File: config.mk
export PLATFORM = sky130hd
export DESIGN_NAME = dac_board_control_registers
export DESIGN_NICKNAME = d
export VERILOG_FILES = /design/src/common/dac_regs_pkg.sv /design/src/common/cfg_seq_if.sv /design/src/logic/config_sequencer.sv /design/src/logic/burst_trigger.sv /design/src/logic/dac_board_control_registers.sv
export SDC_FILE = /design/constraint.sdc
export NUM_CORES = 1
export LEC_CHECK = 0
export ABC_AREA = 0
export BUFFER_PORTS_ARGS = -buffer_cell sky130_fd_sc_hd__buf_2
export CAP_MARGIN = 10
export CORE_AREA = 2 2 154 156
export DETAILED_ROUTE_END_ITERATION = 10
export DIE_AREA = 0 0 156 158
export MAX_ROUTING_LAYER = met4
export PLACE_DENSITY = 0.85
export SLEW_MARGIN = 20
export SYNTH_ARGS = -nofsm -noshare
export SYNTH_HDL_FRONTEND = slang
export SYNTH_SLANG_ARGS = --single-unit
File: constraint.sdc
create_clock -name mclk -period 4.1 [get_ports mclk]
set_input_delay 0 -clock mclk [delete_from_list [all_inputs] [get_ports mclk]]
set_output_delay 0 -clock mclk [all_outputs]
set_load 0.005 [all_outputs]
File: src/common/dac_regs_pkg.sv
// Purpose: shared constants of the analog output board register bank
// Assumes: 100 MHz mclk, 32-bit word registers at byte offsets
// Notes:   times are kept in ms, cycle counts derive from the clock rate
package dac_regs_pkg;
    localparam int          CLK_KHZ         = 100000;
    localparam int          BUS_CFG_TIME_MS = 3;
    localparam int          LOGIC_CFG_MS    = 300;
    localparam int          INIT_TIME_MS    = 3;

    // ms counts convert exactly to cycles, never below one cycle
    function automatic int ms_to_cycles(input int ms);
        int c;
        c = ms * CLK_KHZ;
        return (c < 1) ? 1 : c;
    endfunction

    localparam int          BUS_CFG_CYCLES  = ms_to_cycles(BUS_CFG_TIME_MS);
    localparam int          LOGIC_CFG_CYC   = ms_to_cycles(LOGIC_CFG_MS);
    localparam int          INIT_CYCLES     = ms_to_cycles(INIT_TIME_MS);

    localparam logic [4:0]  OFF_CTRL        = 5'h00;
    localparam logic [4:0]  OFF_CHAN        = 5'h04;
    localparam logic [4:0]  OFF_RATE        = 5'h08;
    localparam logic [4:0]  OFF_BUFOPS      = 5'h0c;
    localparam logic [4:0]  OFF_BUILD       = 5'h10;
    localparam logic [4:0]  OFF_CALIB       = 5'h14;
    localparam logic [4:0]  OFF_SAMPLE      = 5'h18;
    localparam logic [4:0]  OFF_ADJCLK      = 5'h1c;

    localparam logic [31:0] CTRL_RST        = 32'h0000_0810;
    localparam logic [15:0] CHAN_RST        = 16'hffff;
    localparam logic [31:0] RATE_RST        = 32'h0000_0096;
    localparam logic [31:0] BUFOPS_RST      = 32'h0000_340f;
    localparam logic [31:0] CALIB_RST       = 32'h0000_0000;
    localparam logic [31:0] ADJCLK_RST      = 32'h0000_0000;
    localparam logic [31:0] CTRL_WMASK      = 32'h00ff_8ffd;
    localparam logic [31:0] BUILD_MASK      = 32'h00ff_ffff;

    localparam int          B_BURST_MODE    = 0;
    localparam int          B_BURST_READY   = 1;
    localparam int          B_SW_TRIG       = 2;
    localparam int          B_REM_GND       = 3;
    localparam int          B_OFFSET_BIN    = 4;
    localparam int          B_DIFF_SYNC     = 5;
    localparam int          B_EXT_BLOCK     = 6;
    localparam int          B_SIMULTANEOUS  = 7;
    localparam int          B_EVENT_LO      = 8;
    localparam int          B_IRQ_FLAG      = 11;
    localparam int          B_SOFT_INIT     = 15;

    localparam logic [2:0]  EV_INIT_DONE    = 3'h0;
    localparam logic [2:0]  EV_BURST_READY  = 3'h1;
    localparam logic [2:0]  EV_BURST_START  = 3'h2;
    localparam logic [2:0]  EV_BURST_DONE   = 3'h3;
endpackage

File: src/common/cfg_seq_if.sv
// Purpose: carrier between register bank and configuration sequencer
// Assumes: one clock domain
// Notes:   initStart and initDone are one-cycle pulses
`timescale 1ns/1ps
`default_nettype none
interface cfg_seq_if;
    logic busCfgBusy;
    logic logicCfgBusy;
    logic initBusy;
    logic initDone;
    logic initStart;

    modport sequencer (output busCfgBusy, output logicCfgBusy, output initBusy,
                       output initDone, input initStart);
    modport owner     (input busCfgBusy, input logicCfgBusy, input initBusy,
                       input initDone, output initStart);
endinterface
`default_nettype wire

File: src/logic/config_sequencer.sv
// Purpose: bus configuration load, logic load and initialization timing
// Assumes: starts on release of the bus reset
// Notes:   counts are parameters so simulation can shorten them
`timescale 1ns/1ps
`default_nettype none
module config_sequencer #(
    parameter int BUS_CFG_CYCLES = dac_regs_pkg::BUS_CFG_CYCLES,
    parameter int LOGIC_CFG_CYC  = dac_regs_pkg::LOGIC_CFG_CYC,
    parameter int INIT_CYCLES    = dac_regs_pkg::INIT_CYCLES
) (
    input  wire logic  mclk,
    input  wire logic  rst_b,
    cfg_seq_if.sequencer seq
);
    typedef enum logic [1:0] {LOAD_BUS, LOAD_LOGIC, SOFT_INIT_BIT, IDLE} phase_t;
    typedef struct packed {
        phase_t      phase;
        logic [31:0] cnt;
        logic        done;
    } seq_state_t;

    seq_state_t st;
    seq_state_t next_st;

    always_comb
    begin
        next_st = st;
        next_st.done = 1'b0;
        next_st.cnt = st.cnt + 32'h1;
        unique case (st.phase)
            LOAD_BUS:
                if (st.cnt >= 32'(BUS_CFG_CYCLES - 1))
                begin
                    next_st.phase = LOAD_LOGIC;
                    next_st.cnt = '0;
                end
            LOAD_LOGIC:
                if (st.cnt >= 32'(LOGIC_CFG_CYC - 1))
                begin
                    next_st.phase = SOFT_INIT_BIT;
                    next_st.cnt = '0;
                end
            SOFT_INIT_BIT:
                if (st.cnt >= 32'(INIT_CYCLES - 1))
                begin
                    next_st.phase = IDLE;
                    next_st.done = 1'b1;
                end
            IDLE:
            begin
                next_st.cnt = '0;
                if (seq.initStart)
                    next_st.phase = SOFT_INIT_BIT;
            end
        endcase
    end

    always_ff @(posedge mclk or negedge rst_b)
    begin
        if (!rst_b)
            st <= '{phase: LOAD_BUS, cnt: 32'h0, done: 1'b0};
        else
            st <= next_st;
    end

    assign seq.busCfgBusy   = (st.phase == LOAD_BUS);
    assign seq.logicCfgBusy = (st.phase == LOAD_LOGIC);
    assign seq.initBusy     = (st.phase == SOFT_INIT_BIT);
    assign seq.initDone     = st.done;
endmodule // config_sequencer
`default_nettype wire

File: src/logic/burst_trigger.sv
// Purpose: burst trigger acceptance and burst-running state
// Assumes: trigger pin is asynchronous, burstDone comes from mclk logic
// Notes:   a trigger is a high-to-low change of the filtered pin level
`timescale 1ns/1ps
`default_nettype none
module burst_trigger (
    input  wire logic mclk,
    input  wire logic rst_b,
    input  wire logic burstMode,
    input  wire logic extBlock,
    input  wire logic swTrig,
    input  wire logic trigInPin,
    input  wire logic burstDone,
    output logic      burstReady,
    output logic      trigOutPin
);
    typedef struct packed {
        logic [2:0] sync;
        logic       level;
        logic       busy;
    } trig_state_t;

    trig_state_t st;
    trig_state_t next_st;
    logic        fall;
    logic        accept;

    always_comb
    begin
        next_st = st;
        next_st.sync = {st.sync[1:0], trigInPin};
        if (st.sync[1] == st.sync[2])
            next_st.level = st.sync[2];
        fall = st.level && !next_st.level;
        accept = !st.busy && burstMode && ((fall && !extBlock) || swTrig);
        if (accept)
            next_st.busy = 1'b1;
        else if (burstDone || !burstMode)
            next_st.busy = 1'b0;
    end

    always_ff @(posedge mclk or negedge rst_b)
    begin
        if (!rst_b)
            st <= '{sync: 3'h7, level: 1'b1, busy: 1'b0};
        else
            st <= next_st;
    end

    assign burstReady = !st.busy;
    assign trigOutPin = !st.busy;
endmodule // burst_trigger
`default_nettype wire

File: src/logic/dac_board_control_registers.sv
// Purpose: host-visible control and data register bank of the output board
// Assumes: host accesses arrive from the bridge on the local bus on mclk
// Notes:   one access per request, answered by busAck or busRetry a cycle later
`timescale 1ns/1ps
`default_nettype none
module dac_board_control_registers #(
    parameter int          BUS_CFG_CYCLES = dac_regs_pkg::BUS_CFG_CYCLES,
    parameter int          LOGIC_CFG_CYC  = dac_regs_pkg::LOGIC_CFG_CYC,
    parameter int          INIT_CYCLES    = dac_regs_pkg::INIT_CYCLES,
    // arbitrary value: revision and option code
    parameter logic [31:0] BUILD_OPTIONS  = 32'h0000_0000
) (
    input  wire logic        mclk,
    input  wire logic        rst_b,
    input  wire logic        busSel,
    input  wire logic        busWrite,
    input  wire logic [4:0]  busAddr,
    input  wire logic [31:0] busWdata,
    output logic      [31:0] busRdata,
    output logic             busAck,
    output logic             busRetry,
    output logic             localIrq,
    output logic             burstMode,
    output logic             remoteGndEn,
    output logic             offsetBinary,
    output logic             diffSync,
    output logic             simultaneous,
    output logic      [15:0] chanMask,
    output logic      [31:0] rateWord,
    output logic      [31:0] bufferOps,
    output logic      [31:0] calValues,
    output logic      [31:0] adjClock,
    output logic      [31:0] sampleData,
    output logic             sampleStrobe,
    output logic             initBusy,
    input  wire logic        burstDone,
    input  wire logic        trigInPin,
    output logic             trigOutPin
);
    typedef struct packed {
        logic [31:0] ctrl;
        logic [15:0] chan;
        logic [31:0] rate;
        logic [31:0] bufOps;
        logic [31:0] calib;
        logic [31:0] adjClk;
        logic [31:0] rdata;
        logic        ack;
        logic        retry;
        logic [31:0] sample;
        logic        sampleStb;
        logic        initStart;
        logic        readyPrev;
        logic        irq;
        logic        initBusy;
    } bank_state_t;

    bank_state_t st;
    bank_state_t next_st;
    cfg_seq_if   seq ();
    logic        burstReady;
    logic        take;
    logic        event_hit;
    logic [2:0]  evCode;

    // whole-word address: low two bits carry no meaning
    function automatic logic [4:0] word_addr(input logic [4:0] a);
        return {a[4:2], 2'b00};
    endfunction

    function automatic logic [31:0] read_mux(input bank_state_t s, input logic [4:0] a,
                                             input logic rdy);
        logic [31:0] v;
        v = 32'h0;
        unique case (word_addr(a))
            dac_regs_pkg::OFF_CTRL:
            begin
                v = s.ctrl & dac_regs_pkg::CTRL_WMASK;
                v[dac_regs_pkg::B_BURST_READY] = rdy;
            end
            dac_regs_pkg::OFF_CHAN:   v = {16'h0, s.chan};
            dac_regs_pkg::OFF_RATE:   v = s.rate;
            dac_regs_pkg::OFF_BUFOPS: v = s.bufOps;
            dac_regs_pkg::OFF_BUILD:  v = BUILD_OPTIONS & dac_regs_pkg::BUILD_MASK;
            dac_regs_pkg::OFF_CALIB:  v = s.calib;
            dac_regs_pkg::OFF_SAMPLE: v = 32'h0;
            dac_regs_pkg::OFF_ADJCLK: v = s.adjClk;
            default:                  v = 32'h0;
        endcase
        return v;
    endfunction

    config_sequencer #(
        .BUS_CFG_CYCLES (BUS_CFG_CYCLES),
        .LOGIC_CFG_CYC  (LOGIC_CFG_CYC),
        .INIT_CYCLES    (INIT_CYCLES)
    ) u_seq (
        .mclk  (mclk),
        .rst_b (rst_b),
        .seq   (seq.sequencer)
    );

    burst_trigger u_trig (
        .mclk       (mclk),
        .rst_b      (rst_b),
        .burstMode  (st.ctrl[dac_regs_pkg::B_BURST_MODE]),
        .extBlock   (st.ctrl[dac_regs_pkg::B_EXT_BLOCK]),
        .swTrig     (st.ctrl[dac_regs_pkg::B_SW_TRIG]),
        .trigInPin  (trigInPin),
        .burstDone  (burstDone),
        .burstReady (burstReady),
        .trigOutPin (trigOutPin)
    );

    assign seq.initStart = st.initStart;
    assign evCode = st.ctrl[dac_regs_pkg::B_EVENT_LO +: 3];

    always_comb
    begin
        next_st = st;
        next_st.ack = 1'b0;
        next_st.retry = 1'b0;
        next_st.sampleStb = 1'b0;
        next_st.initStart = 1'b0;
        next_st.readyPrev = burstReady;
        next_st.initBusy = seq.initBusy;
        // software trigger is a pulse: it clears the cycle after it was written
        next_st.ctrl[dac_regs_pkg::B_SW_TRIG] = 1'b0;
        take = busSel && !st.ack && !st.retry;
        if (take && seq.busCfgBusy)
            next_st.retry = 1'b1;
        else if (take)
        begin
            next_st.ack = 1'b1;
            if (busWrite)
            begin
                unique case (word_addr(busAddr))
                    dac_regs_pkg::OFF_CTRL:
                    begin
                        // bits 0, 3-5 and 7 steer the outputs directly
                        next_st.ctrl = busWdata & dac_regs_pkg::CTRL_WMASK;
                        if (busWdata[dac_regs_pkg::B_SOFT_INIT])
                            next_st.initStart = 1'b1;
                    end
                    dac_regs_pkg::OFF_CHAN:   next_st.chan = busWdata[15:0];
                    dac_regs_pkg::OFF_RATE:   next_st.rate = busWdata;
                    dac_regs_pkg::OFF_BUFOPS: next_st.bufOps = busWdata;
                    dac_regs_pkg::OFF_CALIB:  next_st.calib = busWdata;
                    dac_regs_pkg::OFF_SAMPLE:
                    begin
                        next_st.sample = busWdata;
                        next_st.sampleStb = 1'b1;
                    end
                    dac_regs_pkg::OFF_ADJCLK: next_st.adjClk = busWdata;
                    default:                  next_st.rdata = st.rdata;
                endcase
            end
            else
                next_st.rdata = read_mux(st, busAddr, burstReady);
        end
        // soft init and power-up initialization restore every default
        if (seq.initDone)
        begin
            next_st.ctrl = dac_regs_pkg::CTRL_RST;
            next_st.chan = dac_regs_pkg::CHAN_RST;
            next_st.rate = dac_regs_pkg::RATE_RST;
            next_st.bufOps = dac_regs_pkg::BUFOPS_RST;
            next_st.calib = dac_regs_pkg::CALIB_RST;
            next_st.adjClk = dac_regs_pkg::ADJCLK_RST;
        end
        unique case (evCode)
            dac_regs_pkg::EV_INIT_DONE:   event_hit = seq.initDone;
            dac_regs_pkg::EV_BURST_READY: event_hit = burstReady && !st.readyPrev;
            dac_regs_pkg::EV_BURST_START: event_hit = !burstReady && st.readyPrev;
            dac_regs_pkg::EV_BURST_DONE:  event_hit = burstDone;
            default:                      event_hit = 1'b0;
        endcase
        // set wins over a clearing write in the same cycle
        if (event_hit)
            next_st.ctrl[dac_regs_pkg::B_IRQ_FLAG] = 1'b1;
        next_st.irq = next_st.ctrl[dac_regs_pkg::B_IRQ_FLAG]
                      && !seq.busCfgBusy && !seq.logicCfgBusy;
    end

    // reset acts as the bus reset that also restarts configuration loading
    always_ff @(posedge mclk or negedge rst_b)
    begin
        if (!rst_b)
        begin
            st <= '0;
            st.ctrl <= dac_regs_pkg::CTRL_RST;
            st.chan <= dac_regs_pkg::CHAN_RST;
            st.rate <= dac_regs_pkg::RATE_RST;
            st.bufOps <= dac_regs_pkg::BUFOPS_RST;
            st.calib <= dac_regs_pkg::CALIB_RST;
            st.adjClk <= dac_regs_pkg::ADJCLK_RST;
            st.readyPrev <= 1'b1;
            st.initBusy <= 1'b0;
        end
        else
            st <= next_st;
    end

    assign busRdata     = st.rdata;
    assign busAck       = st.ack;
    assign busRetry     = st.retry;
    assign localIrq     = st.irq;
    assign burstMode    = st.ctrl[dac_regs_pkg::B_BURST_MODE];
    assign remoteGndEn  = st.ctrl[dac_regs_pkg::B_REM_GND];
    assign offsetBinary = st.ctrl[dac_regs_pkg::B_OFFSET_BIN];
    assign diffSync     = st.ctrl[dac_regs_pkg::B_DIFF_SYNC];
    assign simultaneous = st.ctrl[dac_regs_pkg::B_SIMULTANEOUS];
    assign chanMask     = st.chan;
    assign rateWord     = st.rate;
    assign bufferOps    = st.bufOps;
    assign calValues    = st.calib;
    assign adjClock     = st.adjClk;
    assign sampleData   = st.sample;
    assign sampleStrobe = st.sampleStb;
    assign initBusy     = st.initBusy;
endmodule // dac_board_control_registers
`default_nettype wire

==> summary.log <==
[timing] number of endpoints failing setup at the final stage 0
[min_path] WHS Endpoint busRetry$_DFF_PN0_
[clocking] number of setup buffers added after CTS 0
[yosys] synthesized area 0.01358 mm^2
[clocking] number of clock buffers inserted by TritonCTS 28
[floorplanning] number of core rows 56
[placement] Detailed Place HPWL 23220 um
[clocking] CTS tree built
[detailed_routing] Via Count 10190
[global_routing] Total Routing Usage GR 29.96%
[yosys] count of cell types in the netlist 58
[placement] post-place instance area 0.01361 mm^2
[status] run status completed
[yosys] sequential cell area fraction in the yosys report 50.97%
[yosys] dominant cells by area after synthesis dfrtp_1 44%, buf_4 12%, dfstp_2 6.6%, a22o_1 5.0%, nand2_1 4.6%
[placement] Place WS 1.200 ns
[placement] number of buffers added on ports 259
[detailed_routing] number of violations reported at the end of detailed-routing iteration 0 1069
[yosys] fraction of post-synthesis cell area in the top cell type by area 44.40%
[timing] final setup slack of the worst path 1.381 ns
[min_path] classification of the worst-slack hold path input pin to flop
[critical_path] startpoint type of the worst setup path flop
[final_layout] fraction of layout cells with a size suffix above 1 32.38%
[min_path] worst hold path stage count 3
[timing] final critical delay including setup and external delays 2.719 ns
[final_layout] leading cell type in the layout, fill and taps excluded buf_2
[pwr] Leakage 7.336 nW
[clocking] clk sinks 275
[floorplanning] total die area 0.02465 mm^2
[yosys] FF+latch count, synth 275
[critical_path] worst reg2reg startpoint busAck$_DFF_PN0_
[final_layout] post-route cell area 0.01499 mm^2
[timing] final number of hold-violating endpoints 0
[timing] number of slew-limit violations in the final report 0
[clocking] PostCTS Resize Cnt 0
[timing] setup_tns 0 ns
[final_layout] Area growth, synth to finish 10.33%
[yosys] post-synthesis average cell area 10.64 um^2
[floorplanning] Die X 156 um
[yosys] count of yosys warnings during synthesis 0
[clocking] Bufs on Longest Clock Path 3
[detailed_routing] final routed wire length divided by cell count 22.18 um
[final_layout] sequential cell area in the final layout 0.006924 mm^2
[detailed_routing] router iterations before antenna repair 7
[clocking] clock root buffer clkbuf_16
[critical_path] Critical R2R Capture adjClock[5]$_DFFE_PN0P_
[critical_path] type of destination of the critical path flop
[final_layout] area taken by multi-input logic gates 0.004807 mm^2
[floorplanning] area of the core 0.02305 mm^2
[yosys] number of enable-type register cells in the synthesized netlist 0
[final_layout] final-layout fill cell count 1625
[timing] Min Hold Slack 0.05447 ns
[global_routing] gr ovfl total 0
[detailed_routing] Routed Wire Length 36710 um
[timing] final worst clock skew 0.01753 ns
[pwr] peak supply drop 259.9 uV
[yosys] most frequently used flop master after synthesis dfrtp_1
[critical_path] worst reg-to-reg path cell count 5
[placement] placer's final routability congestion estimate 0.9112
[clocking] H-tree levels 1
[global_routing] maximum number of pins on one net before global-route repair 136
[detailed_routing] antenna-violating nets left 0
[yosys] gate count of the mapped netlist 1277
[yosys] async set-reset flop share out of synthesis 100.0%
[final_layout] number of nets in the final layout 1387
[run] # Max-Cap Violations 0
[yosys] cell accounting for the most synthesized area dfrtp_1
[floorplanning] initial core utilization 58.93%
[floorplanning] chip height 158 um
[min_path] Hold Crit Start busSel
[pwr] power density of the placed cells 373.9 mW/mm^2
[final_layout] most frequent cells in the layout 258 x buf_2, 241 x dfrtp_1, 166 x nand2_1, 102 x o21ai_0, 78 x a22o_1
[yosys] number of nets produced by synthesis 1321
[timing] headroom to the max-slew limit 24.85%
[timing] RSZ-0062 raised after global routing false
[timing] slew at the pin with the worst max-slew slack 1.118 ns
[critical_path] register-to-register setup slack 1.38 ns
[timing] Achievable Freq 0.3678 GHz
[clocking] Skew-Pair Late Insertion Delay 0.55 ns
[detailed_routing] DRC violation count after routing 0
[clocking] hold-fix buffers at CTS 37
[critical_path] critical path arrival 3.19 ns
[global_routing] antenna violations before repair 0
[global_routing] global-route wire length before repair 55570 um
[floorplanning] I/O Pins 262
[detailed_routing] via density per instance 6.158
[global_routing] number of global-route vias before repair 9823
[critical_path] Critical Path Fanout Max 15
[final_layout] antenna cells 0
[critical_path] required time of the critical path 4.57 ns
[clocking] Clock transition at path regs 0.06 ns
[critical_path] start-to-end type of the worst setup path flop to flop
[timing] Tcrit/Tclk final 66.32%
[cell usage after synthesis (3+ instances only)]
cell,number
xnor2_1,4
nor4b_1,3
nand2b_1,3
o21ai_0,102
a2bb2oi_1,3
mux2i_1,59
nand2_1,166
a222oi_1,9
buf_2,18
mux4_2,3
o21ai_1,3
dfstp_2,34
buf_4,209
nand3_1,21
nor3_1,39
and3_1,10
nand4_1,10
mux2_1,4
buf_6,4
nor2_1,31
inv_1,7
o211ai_1,3
a22o_1,78
o31ai_1,4
a21oi_1,13
a22oi_1,18
dfrtp_1,241
nor4_1,5
and2_1,6
nor2_2,3
xor2_1,26
clkbuf_1,51
mux2_2,55
[power by group]
| part | internal (W) | switching [W] |
|---|---|---|
| logic | 0.0000788 | 0.000161 |
| clock network | 0.00159 | 0.00105 |
| registers | 0.00272 | 0.00000248 |
[cell type report]
cell class | instances | area share (%)
Clock buffer | 43 | 5.585
Clock inverter | 9 | 0.8765
Inverter | 9 | 0.2254
Multi-Input combinational cell | 709 | 32.07
Sequential cell | 275 | 46.20
Tap cell | 290 | 2.421
Timing Repair Buffer | 320 | 12.62
[worst max-delay path: stages, from the launching register on]
cell	delay, ns
dfrtp_1	0.38
or3b_1	0.54
nor2_2	0.44
nand2_2	0.21
nor3_4	0.83
a22o_1	0.25
[registers in the layout, summed over array words and instances, names as in the netlist]
| register | cells |
|---|---|
| busAck | 1 |
| offsetBinary | 1 |
| calValues | 32 |
| burstMode | 1 |
| initBusy | 1 |
| u_trig.st | 3 |
| u_trig.next_st | 2 |
| rateWord | 32 |
| busRdata | 32 |
| busRetry | 1 |
| chanMask | 16 |
| diffSync | 1 |
| u_seq.st | 34 |
| localIrq | 1 |
| sampleStrobe | 1 |
| seq.initStart | 1 |
| st | 13 |
| u_seq.seq.initDone | 1 |
| adjClock | 32 |
| bufferOps | 32 |
| remoteGndEn | 1 |
| sampleData | 32 |
| simultaneous | 1 |
| evCode | 3 |
[metrics by stage]
step	total power, W	std cells	util (%)
after floorplan	0.002844	1277	-
after CTS	0.005620	1653	64.83
final	0.005604	1655	65.02
after global routing	0.005753	1655	65.02
after detailed placement	0.002978	1564	59.03
after global placement	0.002975	1564	59.03
[routing by layer]
layer	global-route usage (%)	vias to the layer above	wire length (um)
met3	5.119	139	3146
met4	13.46	0	1657
met1	38.68	5063	14460
met5	-	-	0
li1	-	4397	-
met2	46.97	593	17450
[how the worst max path moves through the flow]
stage                     startpoint                         end  cells after the start
floorplan           busAck$_DFF_PN0_  sampleData[10]$_DFFE_PN0P_                      6
global placement          busAddr[3]    rateWord[20]$_DFFE_PN0P_                      4
detailed placement        busAddr[3]    rateWord[13]$_DFFE_PN0P_                      4
CTS                 busAck$_DFF_PN0_     rateWord[6]$_DFFE_PN0P_                      4
global route        busAck$_DFF_PN0_     adjClock[5]$_DFFE_PN0P_                      5
finish              busAck$_DFF_PN0_     adjClock[5]$_DFFE_PN0P_                      5
[cells by family after synthesis]
logic type / count (synthesis) / synth area share (%)
multiplexers: 121 / 9.736
AO/OA/AOI/OAI: 241 / 12.09
XOR/XNOR: 30 / 1.934
adder cells (fa/ha/maj): 2 / 0.1658
flip-flops: 275 / 50.97
AND/OR/NAND/NOR: 315 / 10.84
buffers and inverters: 293 / 14.26
No activity file was read; power rests on OpenSTA's default activity.
